[config.mk]
export PLATFORM = sky130hd
export DESIGN_NAME = sfp_self_program
export DESIGN_NICKNAME = d
export VERILOG_FILES = /design/src/core/sfp_pkg.sv /design/src/core/sfp_arm_window.sv /design/src/core/sfp_self_program.sv
export SDC_FILE = /design/constraint.sdc
export NUM_CORES = 1
export LEC_CHECK = 0
export ABC_AREA = 1
export BUFFER_PORTS_ARGS = -buffer_cell sky130_fd_sc_hd__buf_4
export CAP_MARGIN = 20
export CORE_AREA = 2 2 84 86
export DETAILED_ROUTE_END_ITERATION = 10
export DIE_AREA = 0 0 86 88
export PLACE_DENSITY = 0.78
export SYNTH_ARGS = -nofsm -noshare
export SYNTH_HDL_FRONTEND = slang
export SYNTH_SLANG_ARGS = --single-unit
[constraint.sdc]
create_clock -name sys_clk_in -period 2 [get_ports sys_clk_in]
set_input_delay 0.2 -clock sys_clk_in [delete_from_list [all_inputs] [get_ports sys_clk_in]]
set_output_delay 0.2 -clock sys_clk_in [all_outputs]
set_load 0.005 [all_outputs]
[src/core/sfp_pkg.sv]
package sfp_pkg;

  // ****************************************************
  // Register map and field positions.
  // ****************************************************
  localparam logic [5:0] SFP_CTRL_ADDR = 6'h37; // I/O address.
  localparam logic [7:0] SFP_CTRL_RESET = 8'h00;
  localparam int BIT_IRQ_EN = 7;
  localparam int BIT_RWW_BUSY = 6;
  localparam int BIT_RSVD = 5;
  localparam int BIT_RWW_SRE = 4;
  localparam int BIT_LOCK_RD = 3;
  localparam int BIT_PG_WR = 2;
  localparam int BIT_PG_ER = 1;
  localparam int BIT_EN = 0;

  // Only these low-five-bit patterns act when written.
  localparam logic [4:0] PAT_RWW_SRE = 5'h11;
  localparam logic [4:0] PAT_LOCK_RD = 5'h09;
  localparam logic [4:0] PAT_PG_WR = 5'h05;
  localparam logic [4:0] PAT_PG_ER = 5'h03;
  localparam logic [4:0] PAT_BUF_FILL = 5'h01;

  // ****************************************************
  // Timing counts, in CPU clock cycles.
  // ****************************************************
  localparam int SFP_CNT_W = 3;
  localparam logic [2:0] SPM_WINDOW_CYC = 3'h4;
  localparam logic [2:0] LPM_WINDOW_CYC = 3'h3;

  // ****************************************************
  // Types.
  // ****************************************************
  typedef enum logic [1:0] {SFP_IDLE, SFP_ARMED, SFP_BUSY} sfp_state_type;

  // Stored control and status bits.
  typedef struct packed {
    logic irq_en;
    logic rww_busy;
    logic rww_sre;
    logic lock_read;
    logic page_write;
    logic page_erase;
    logic enable;
  } sfp_ctrl_type;

  // One-cycle commands towards the flash array.
  typedef struct packed {
    logic erase;
    logic write;
    logic buf_wr;
    logic buf_clear;
  } sfp_flash_cmd_type;

  // Builds the register read image; bit 5 always reads zero.
  function automatic logic [7:0] sfp_pack(input sfp_ctrl_type c,
                                          input logic rww_ok);
    logic [7:0] v;
    v = 8'h00;
    v[BIT_IRQ_EN] = c.irq_en;
    v[BIT_RWW_BUSY] = c.rww_busy & rww_ok;
    v[BIT_RWW_SRE] = c.rww_sre;
    v[BIT_LOCK_RD] = c.lock_read;
    v[BIT_PG_WR] = c.page_write;
    v[BIT_PG_ER] = c.page_erase;
    v[BIT_EN] = c.enable;
    return v;
  endfunction : sfp_pack

endpackage : sfp_pkg

[src/core/sfp_arm_window.sv]
`timescale 1ns/100ps
// ****************************************************
// Arming window counter, started by the arming write.
// ****************************************************
module sfp_arm_window
  import sfp_pkg::*;
#(
  parameter logic [2:0] LIMIT = SPM_WINDOW_CYC
)(
  // Clock and reset.
  input wire logic sys_clk_in,
  input wire logic rst_b_in,
  // Control.
  input wire logic start_in,
  input wire logic stop_in,
  // Status.
  output logic active_out,
  output logic [SFP_CNT_W-1:0] count_out,
  output logic expire_out
);

  logic act_r; // Window open.
  logic act_nxt;
  logic [SFP_CNT_W-1:0] cnt_r; // Cycles since arming.
  logic [SFP_CNT_W-1:0] cnt_nxt;

  // A restart wins over stop so a rewrite reopens the window.
  always_comb
  begin
    act_nxt = act_r;
    cnt_nxt = cnt_r;
    if (start_in)
    begin
      act_nxt = 1'b1;
      cnt_nxt = '0;
    end
    else if (stop_in || expire_out)
    begin
      act_nxt = 1'b0;
      cnt_nxt = '0;
    end
    else if (act_r)
    begin
      cnt_nxt = cnt_r + 3'h1;
    end
  end

  // Registers only.
  always_ff @(posedge sys_clk_in)
  begin
    if (!rst_b_in)
    begin
      act_r <= 1'b0;
      cnt_r <= '0;
    end
    else
    begin
      act_r <= act_nxt;
      cnt_r <= cnt_nxt;
    end
  end

  assign active_out = act_r;
  assign count_out = cnt_r;
  assign expire_out = act_r && (cnt_r == LIMIT - 3'h1);

endmodule : sfp_arm_window

[src/core/sfp_self_program.sv]
`timescale 1ns/100ps
// Overview of operation
// - Ready irq needs enable, global flag, clear enable.
// - No ready irq during EEPROM write or programming.
// - Without READ_WHILE_WRITE_SECTION support busy bit reads zero.
// - Reserved bit always reads zero.
// - Read-enable write while filling clears buffer.
// - Load within three cycles returns lock/fuse.
// - Page write programs buffer into addressed page.
// - Page-write bit clears on finish or timeout.
// - Page erase erases the addressed page.
// - Page-erase bit clears on finish or timeout.
// - Enable opens four-cycle store window, then clears.
// - Plain enable stores register pair in buffer.
// - Enable stays high until erase/write completes.
// - Only five low-bit patterns act.
// - Store acts only from boot loader section.
// - Boot store may target any page.
// - Boot-size fuses set section boundary.
// - READ_WHILE_WRITE_SECTION page programming keeps CPU running.
// - NO_READ_WHILE_WRITE_SECTION page programming halts the CPU.
// - Busy bit set while READ_WHILE_WRITE_SECTION blocked; software clears.
// - Boot section lies wholly inside NO_READ_WHILE_WRITE_SECTION.
// - Fuse bits read zero when programmed.
module sfp_self_program
  import sfp_pkg::*;
#(
  parameter int PAGE_BITS = 7,
  parameter int WORD_BITS = 6,
  parameter int NO_READ_WHILE_WRITE_SECTION_PAGES = 32,
  parameter int BOOT_MIN_PAGES = 4,
  parameter bit RWW_SUPPORT = 1'b1
)(
  // Clock and reset.
  input wire logic sys_clk_in,
  input wire logic rst_b_in,
  // CPU I/O register port.
  input wire logic [5:0] io_addr_in,
  input wire logic io_wr_in,
  input wire logic io_rd_in,
  input wire logic [7:0] io_wdata_in,
  output logic [7:0] io_rdata_out,
  // CPU instruction strobes and operands.
  input wire logic spm_exec_in,
  input wire logic lpm_exec_in,
  input wire logic [PAGE_BITS+WORD_BITS-1:0] exec_pc_in,
  input wire logic [15:0] z_ptr_in,
  input wire logic [15:0] r1r0_data_in,
  input wire logic global_irq_en_in,
  input wire logic eeprom_busy_in,
  // Fuse and lock values, zero means programmed.
  input wire logic [1:0] boot_size_fuses_in,
  input wire logic [7:0] lock_bits_in,
  input wire logic [7:0] fuse_bits_in,
  // Flash array side.
  input wire logic flash_busy_in,
  input wire logic flash_done_in,
  output sfp_flash_cmd_type flash_cmd_out,
  output logic [PAGE_BITS-1:0] flash_page_out,
  output logic [WORD_BITS-1:0] buf_word_out,
  output logic [15:0] buf_data_out,
  // Results towards the CPU.
  output logic lpm_override_out,
  output logic [7:0] lpm_data_out,
  output logic cpu_halt_out,
  output logic ready_irq_out
);

  // ****************************************************
  // Constants derived from parameters.
  // ****************************************************
  localparam int PW = PAGE_BITS + 1;
  localparam logic [PW-1:0] TOTAL_PAGES = PW'(1 << PAGE_BITS);
  localparam logic [PW-1:0] NO_READ_WHILE_WRITE_SECTION_START = TOTAL_PAGES - PW'(NO_READ_WHILE_WRITE_SECTION_PAGES);

  // ****************************************************
  // State.
  // ****************************************************
  sfp_state_type state_r; // Sequencer state.
  sfp_state_type state_nxt;
  sfp_ctrl_type ctrl_r; // Control register bits.
  sfp_ctrl_type ctrl_nxt;
  logic dirty_r; // Temporary buffer is being filled.
  logic dirty_nxt;
  logic [PW-1:0] boot_start_r; // First boot loader page.
  logic [PW-1:0] boot_start_nxt;
  logic [PW-1:0] boot_pages; // Boot section size.
  sfp_flash_cmd_type cmd_nxt;
  logic [PAGE_BITS-1:0] page_nxt;
  logic [WORD_BITS-1:0] word_nxt;
  logic [15:0] data_nxt;
  logic lpm_ovr_nxt;
  logic [7:0] lpm_data_nxt;
  logic halt_nxt;
  logic irq_nxt;
  logic [7:0] rdata_nxt;
  // Window counter hookup.
  logic win_start;
  logic win_stop;
  logic win_active;
  logic [SFP_CNT_W-1:0] win_cnt;
  logic win_expire;
  // Decoded strobes.
  logic reg_wr;
  logic pat_ok;
  logic in_boot;
  logic spm_ok;
  logic lpm_ok;
  logic [PAGE_BITS-1:0] z_page;
  logic tgt_no_read_while_write_section;

  // The window opens at the register write itself.
  sfp_arm_window #(
    .LIMIT(SPM_WINDOW_CYC)
  ) u_window (
    .sys_clk_in(sys_clk_in),
    .rst_b_in(rst_b_in),
    .start_in(win_start),
    .stop_in(win_stop),
    .active_out(win_active),
    .count_out(win_cnt),
    .expire_out(win_expire)
  );

  // ****************************************************
  // Decode.
  // ****************************************************
  // Fuses encode size; the clamp keeps boot inside NO_READ_WHILE_WRITE_SECTION.
  always_comb
  begin
    boot_pages = PW'(BOOT_MIN_PAGES) << (~boot_size_fuses_in);
    if (boot_pages > PW'(NO_READ_WHILE_WRITE_SECTION_PAGES))
    begin
      boot_pages = PW'(NO_READ_WHILE_WRITE_SECTION_PAGES);
    end
    boot_start_nxt = TOTAL_PAGES - boot_pages;
  end

  assign reg_wr = io_wr_in && (io_addr_in == SFP_CTRL_ADDR);
  assign pat_ok = (io_wdata_in[4:0] == PAT_RWW_SRE) ||
                  (io_wdata_in[4:0] == PAT_LOCK_RD) ||
                  (io_wdata_in[4:0] == PAT_PG_WR) ||
                  (io_wdata_in[4:0] == PAT_PG_ER) ||
                  (io_wdata_in[4:0] == PAT_BUF_FILL);
  assign in_boot = {1'b0, exec_pc_in[PAGE_BITS+WORD_BITS-1:WORD_BITS]}
                   >= boot_start_r;
  // An EEPROM write blocks all self-programming.
  assign spm_ok = (state_r == SFP_ARMED) && win_active && spm_exec_in &&
                  in_boot && !eeprom_busy_in;
  assign lpm_ok = (state_r == SFP_ARMED) && ctrl_r.lock_read &&
                  lpm_exec_in && (win_cnt < LPM_WINDOW_CYC) &&
                  !eeprom_busy_in;
  // Any page may be targeted, the boot section included.
  assign z_page = z_ptr_in[WORD_BITS+PAGE_BITS:WORD_BITS+1];
  assign tgt_no_read_while_write_section = {1'b0, z_page} >= NO_READ_WHILE_WRITE_SECTION_START;

  // ****************************************************
  // Sequencer next state.
  // ****************************************************
  always_comb
  begin
    state_nxt = state_r;
    ctrl_nxt = ctrl_r;
    dirty_nxt = dirty_r;
    cmd_nxt = '0;
    page_nxt = flash_page_out;
    word_nxt = buf_word_out;
    data_nxt = buf_data_out;
    lpm_ovr_nxt = 1'b0;
    lpm_data_nxt = lpm_data_out;
    halt_nxt = cpu_halt_out;
    win_start = 1'b0;
    win_stop = 1'b0;
    case (state_r)
      SFP_IDLE, SFP_ARMED:
      begin
        if (reg_wr)
        begin
          ctrl_nxt.irq_en = io_wdata_in[BIT_IRQ_EN];
          if (pat_ok)
          begin
            // Arming: one command bit with enable, or enable alone.
            ctrl_nxt.rww_sre = io_wdata_in[BIT_RWW_SRE];
            ctrl_nxt.lock_read = io_wdata_in[BIT_LOCK_RD];
            ctrl_nxt.page_write = io_wdata_in[BIT_PG_WR];
            ctrl_nxt.page_erase = io_wdata_in[BIT_PG_ER];
            ctrl_nxt.enable = 1'b1;
            state_nxt = SFP_ARMED;
            win_start = 1'b1;
            if (io_wdata_in[BIT_RWW_SRE] && dirty_r)
            begin
              // Half-filled data would be stale, so it is dropped.
              cmd_nxt.buf_clear = 1'b1;
              dirty_nxt = 1'b0;
            end
          end
        end
        else if (spm_ok)
        begin
          win_stop = 1'b1;
          if (ctrl_r.page_erase || ctrl_r.page_write)
          begin
            // Register pair data is ignored for page operations.
            cmd_nxt.erase = ctrl_r.page_erase;
            cmd_nxt.write = ctrl_r.page_write;
            page_nxt = z_page;
            if (ctrl_r.page_write)
            begin
              dirty_nxt = 1'b0;
            end
            halt_nxt = tgt_no_read_while_write_section;
            ctrl_nxt.rww_busy = RWW_SUPPORT && !tgt_no_read_while_write_section;
            state_nxt = SFP_BUSY;
          end
          else
          begin
            if (ctrl_r.rww_sre && !flash_busy_in)
            begin
              ctrl_nxt.rww_busy = 1'b0;
            end
            else if (!ctrl_r.rww_sre && !ctrl_r.lock_read)
            begin
              // Pointer bit zero is ignored for buffer words.
              cmd_nxt.buf_wr = 1'b1;
              word_nxt = z_ptr_in[WORD_BITS:1];
              data_nxt = r1r0_data_in;
              dirty_nxt = 1'b1;
            end
            ctrl_nxt.rww_sre = 1'b0;
            ctrl_nxt.lock_read = 1'b0;
            ctrl_nxt.enable = 1'b0;
            state_nxt = SFP_IDLE;
          end
        end
        else if (lpm_ok)
        begin
          // Pointer bit zero set selects lock bits, else fuses.
          lpm_ovr_nxt = 1'b1;
          lpm_data_nxt = z_ptr_in[0] ? lock_bits_in
                                     : fuse_bits_in;
          ctrl_nxt.lock_read = 1'b0;
          ctrl_nxt.enable = 1'b0;
          win_stop = 1'b1;
          state_nxt = SFP_IDLE;
        end
        else if ((state_r == SFP_ARMED) && win_expire)
        begin
          // Unused window: every command bit drops with enable.
          ctrl_nxt.rww_sre = 1'b0;
          ctrl_nxt.lock_read = 1'b0;
          ctrl_nxt.page_write = 1'b0;
          ctrl_nxt.page_erase = 1'b0;
          ctrl_nxt.enable = 1'b0;
          state_nxt = SFP_IDLE;
        end
      end
      SFP_BUSY:
      begin
        // Writes are ignored here except the interrupt enable.
        if (reg_wr)
        begin
          ctrl_nxt.irq_en = io_wdata_in[BIT_IRQ_EN];
        end
        if (flash_done_in)
        begin
          ctrl_nxt.page_write = 1'b0;
          ctrl_nxt.page_erase = 1'b0;
          ctrl_nxt.enable = 1'b0;
          halt_nxt = 1'b0;
          state_nxt = SFP_IDLE;
        end
      end
      default:
      begin
        state_nxt = SFP_IDLE;
      end
    endcase
  end

  // Ready interrupt and registered read data.
  always_comb
  begin
    irq_nxt = ctrl_r.irq_en && global_irq_en_in && !ctrl_r.enable &&
              !eeprom_busy_in && (state_r != SFP_BUSY);
    rdata_nxt = 8'h00;
    if (io_rd_in && (io_addr_in == SFP_CTRL_ADDR))
    begin
      rdata_nxt = sfp_pack(ctrl_r, RWW_SUPPORT);
    end
  end

  // ****************************************************
  // Registers.
  // ****************************************************
  always_ff @(posedge sys_clk_in)
  begin
    if (!rst_b_in)
    begin
      state_r <= SFP_IDLE;
      ctrl_r <= sfp_ctrl_type'(SFP_CTRL_RESET[6:0]);
      dirty_r <= 1'b0;
      boot_start_r <= '0;
      flash_cmd_out <= '0;
      flash_page_out <= '0;
      buf_word_out <= '0;
      buf_data_out <= 16'h0000;
      lpm_override_out <= 1'b0;
      lpm_data_out <= 8'h00;
      cpu_halt_out <= 1'b0;
      ready_irq_out <= 1'b0;
      io_rdata_out <= 8'h00;
    end
    else
    begin
      state_r <= state_nxt;
      ctrl_r <= ctrl_nxt;
      dirty_r <= dirty_nxt;
      boot_start_r <= boot_start_nxt;
      flash_cmd_out <= cmd_nxt;
      flash_page_out <= page_nxt;
      buf_word_out <= word_nxt;
      buf_data_out <= data_nxt;
      lpm_override_out <= lpm_ovr_nxt;
      lpm_data_out <= lpm_data_nxt;
      cpu_halt_out <= halt_nxt;
      ready_irq_out <= irq_nxt;
      io_rdata_out <= rdata_nxt;
    end
  end
endmodule : sfp_self_program

==> flow_metrics.env <==
export IMPL_reg2reg_to="buf_data_out[12]$_SDFFE_PN0P_"
export IMPL_grt_use_total_pct=20.1
export IMPL_finish_utilization_pct=64.9
export IMPL_crit_fanout=45
export IMPL_clk_pin_slew_ps=70
export IMPL_status="completed"
export IMPL_grt_pass1_wl_um=11900
export IMPL_rsz0062_at_grt="no"
export IMPL_pwr_share_seq_pct=46.7
export IMPL_endpoint_kind="register"
export IMPL_die_h_um=88
export IMPL_io_buffers=125
export IMPL_clk_latency_ps=340
export IMPL_grt_overflow_total=0
export IMPL_num_rows=30
export IMPL_cts_sinks=71
export IMPL_cts_buffer_depth=2
export IMPL_diodes=0
export IMPL_synthTopCellsByArea="dfxtp_1 (47%), inv_1 (7.3%), o21ai_0 (7.3%), nand2_1 (6.7%), nor2_1 (6.7%)"
export IMPL_die_area_sq_um=7570
export IMPL_ys_ff_latch=71
export IMPL_r2r_start="boot_start_r[5]$_SDFF_PN0_"
export IMPL_cts_tree="done"
export IMPL_first_pass_iters=5
export IMPL_switching_power_uw=628
export IMPL_post_cts_resized=0
export IMPL_hold_end="boot_start_r[6]$_SDFF_PN0_"
export IMPL_boundaryPins=139
export IMPL_finClkSkew_ps=8.22
export IMPL_fin_crit_sh_pct=89.7
export IMPL_worstPathCellList="inv_1 -> ha_1 -> nand2_1 -> nand2_1 -> a21boi_1 -> nand2_2 -> nand2_4 -> inv_2 -> nand3_2 -> buf_12 -> o21ai_0 -> a21oi_1"
export IMPL_vias=2957
export IMPL_layout_common_cells="buf_4 (131), dfxtp_1 (71), inv_1 (59)"
export IMPL_synth_top_area_share_pct=47.2
export IMPL_core_area_sq_um=6640
export IMPL_setup_viol=0
export IMPL_place_gp_congestion=0.906
export IMPL_swShare_pct=20.6
export IMPL_cpMostUsedCell="nand2_1"
export IMPL_fin_crit_ps=1790
export IMPL_seqCellArea_sq_um=1420
export IMPL_p_leak_uw=0.00197
export IMPL_synth_top_cell_by_area="dfxtp_1"
export IMPL_layout_commonest_cell="buf_4"
export IMPL_reg2reg_slack_ps=210
export IMPL_antenna_found_initial=0
export IMPL_syn_avg_cell_area_sq_um=7.57
export IMPL_multi_input_area_sq_um=1300
export IMPL_cts_buffers=9
export IMPL_tns_ps=0
export IMPL_cpPeakStageDelay_ps=310
export IMPL_drtIter0Drc=174
export IMPL_synth_cell_type_count=32
export IMPL_hpwlAfterDp_um=5800
export IMPL_ir_drop_mv=0.439
export IMPL_wl_per_cell_um=12.4
export IMPL_hold_violations=0
export IMPL_ys_seq_area_share_pct=47.2
export IMPL_hp_start="boot_size_fuses_in[1]"
export IMPL_r2r_cells=12
export IMPL_powerDensity_nw_per_um2=707
export IMPL_hold_class="input pin to register"
export IMPL_syn_inst=398
export IMPL_clkPwrFrac_pct=45.9
export IMPL_slowest_stage="dfxtp_1"
export IMPL_cts_hold_buf=0
export IMPL_drv_slew=0
export IMPL_maxCapViolations=0
export IMPL_cts_root_buf="clkbuf_8"
export IMPL_nFillCells=574
export IMPL_grt_start_max_net_pins=46
export IMPL_max_clock_freq_ghz=0.558
export IMPL_internal_power_uw=2420
export IMPL_crit_path_start_kind="register"
export IMPL_syn_area_sq_um=3010
export IMPL_worstPathArrival_ps=2060
export IMPL_routed_wl_um=7560
export IMPL_min_path_cells=2
export IMPL_ant_nets=0
export IMPL_drc=0
export IMPL_viasPerCell=4.85
export IMPL_die_x_um=86
export IMPL_h_tree_depth=3
export IMPL_required_ps=2270
export IMPL_grt_pass1_vias=2762
export IMPL_ys_warn_count=0
export IMPL_drive_gt1_share_pct=32.3
export IMPL_start_util_pct=45.4
export IMPL_nNetsFinal=620
export IMPL_cts_setup_buffers=0
export IMPL_syn2layout_area_growth_pct=43.0
export IMPL_combinationalPowerShare_pct=7.4
export IMPL_crit_type="register to register"
per-layer routing:
metal,global-route usage (%),share of wire (%),vias up
met4,8.23,1.2,0
met3,6.41,9.0,10
met5,0,0,-
met2,37.0,52,126
met1,21.3,38,1296
li1,-,-,1525
cells in the mapped netlist:
library cell,n
mux2_2,8
nor2_1,54
clkbuf_1,7
o211ai_1,2
a21oi_1,36
xnor2_1,1
a21oi_2,1
nand3_1,12
buf_2,7
mux2i_1,1
o21ai_1,4
nor3_2,1
clkinv_2,1
ha_1,8
nand3_2,3
nor3_1,4
dfxtp_1,71
nor2_2,2
conb_1,1
nand2_1,54
o21ai_0,44
a21boi_0,1
nor2_4,2
inv_1,59
inv_2,3
buf_4,2
clkinv_1,1
nand4_1,4
a211oi_1,1
nand2_2,1
nand3b_1,1
buf_1,1
power groups by stage:
stage / Clock (uW) / Sequential [uW] / Combinational, uW
2_1_floorplan: 0 / 1460 / 91.1
3_3_place_gp: 0 / 1460 / 215
3_5_place_dp: 0 / 1460 / 223
4_1_cts: 1420 / 1420 / 224
5_1_grt: 1480 / 1420 / 251
6_report: 1400 / 1420 / 225
critical path, delay by kind of cell (launching register included):
kind	cells	cell delay, ps
simple gates	5	440
fa+ha+maj	1	280
compound gates	3	420
buf+inv	3	280
flops	1	310
state kept, by name, summed over array words and instances, names as in the netlist, 3 cells and up:
name                cells
buf_word_out            6
ctrl_r                  7
flash_cmd_out           4
lpm_data_out            8
buf_data_out           16
u_window.count_out      3
flash_page_out          7
io_rdata_out            7
boot_start_r            6
worst max-delay path by stage:
stage / cells after the start / slack (ps) / endpoint / startpoint
after CTS: 11 / 20 / flash_page_out[5]$_SDFFE_PN0P_ / boot_start_r[5]$_SDFF_PN0_
after floorplan: 11 / 400 / ctrl_r[3]$_SDFFE_PN0P_ / boot_start_r[5]$_SDFF_PN0_
final: 12 / 210 / buf_data_out[12]$_SDFFE_PN0P_ / boot_start_r[5]$_SDFF_PN0_
after detailed placement: 10 / 20 / lpm_data_out[2]$_SDFFE_PN0P_ / exec_pc_in[11]
after global routing: 14 / 20 / ctrl_r[2]$_SDFFE_PN0P_ / boot_start_r[5]$_SDFF_PN0_
after global placement: 11 / 130 / ctrl_r[5]$_SDFFE_PN0P_ / exec_pc_in[11]
through the flow:
stage               total power (uW)  std cells  hold slack, ps  instance area, sq um  setup slack [ps]
CTS                             3070        610            67.8                  4290              21.5
global placement                1670        594             408                  4040               127
floorplan                       1550        399             290                  3020               397
global route                    3150        610            80.1                  4310              24.7
detailed placement              1680        594             426                  4040              23.2
finish                          3050        610            75.4                  4310               207
kinds of logic (layout without fill, tap and decap cells):
| kind of cell | count (synthesis) | count (layout) | synth area share (%) |
|---|---|---|---|
| xor+xnor | 1 | 1 | 0.291 |
| buf+inv | 81 | 212 | 10.7 |
| other cells | 1 | 2 | 0.124 |
| simple gates | 138 | 138 | 19.9 |
| fa+ha+maj | 8 | 8 | 3.32 |
| flops | 71 | 71 | 47.2 |
| compound gates | 89 | 89 | 15.2 |
| mux | 9 | 9 | 3.32 |
area by class of cell:
cell class                 count  area share (%)
multi-input combinational    247            30.2
inverter                      64            5.60
tap                           80            2.32
clock buffer                  11            3.28
sequential                    71            33.0
timing repair buffer         132            23.3
clock inverter                 5            2.41
Note: power is estimated with default switching activity, not from simulation.
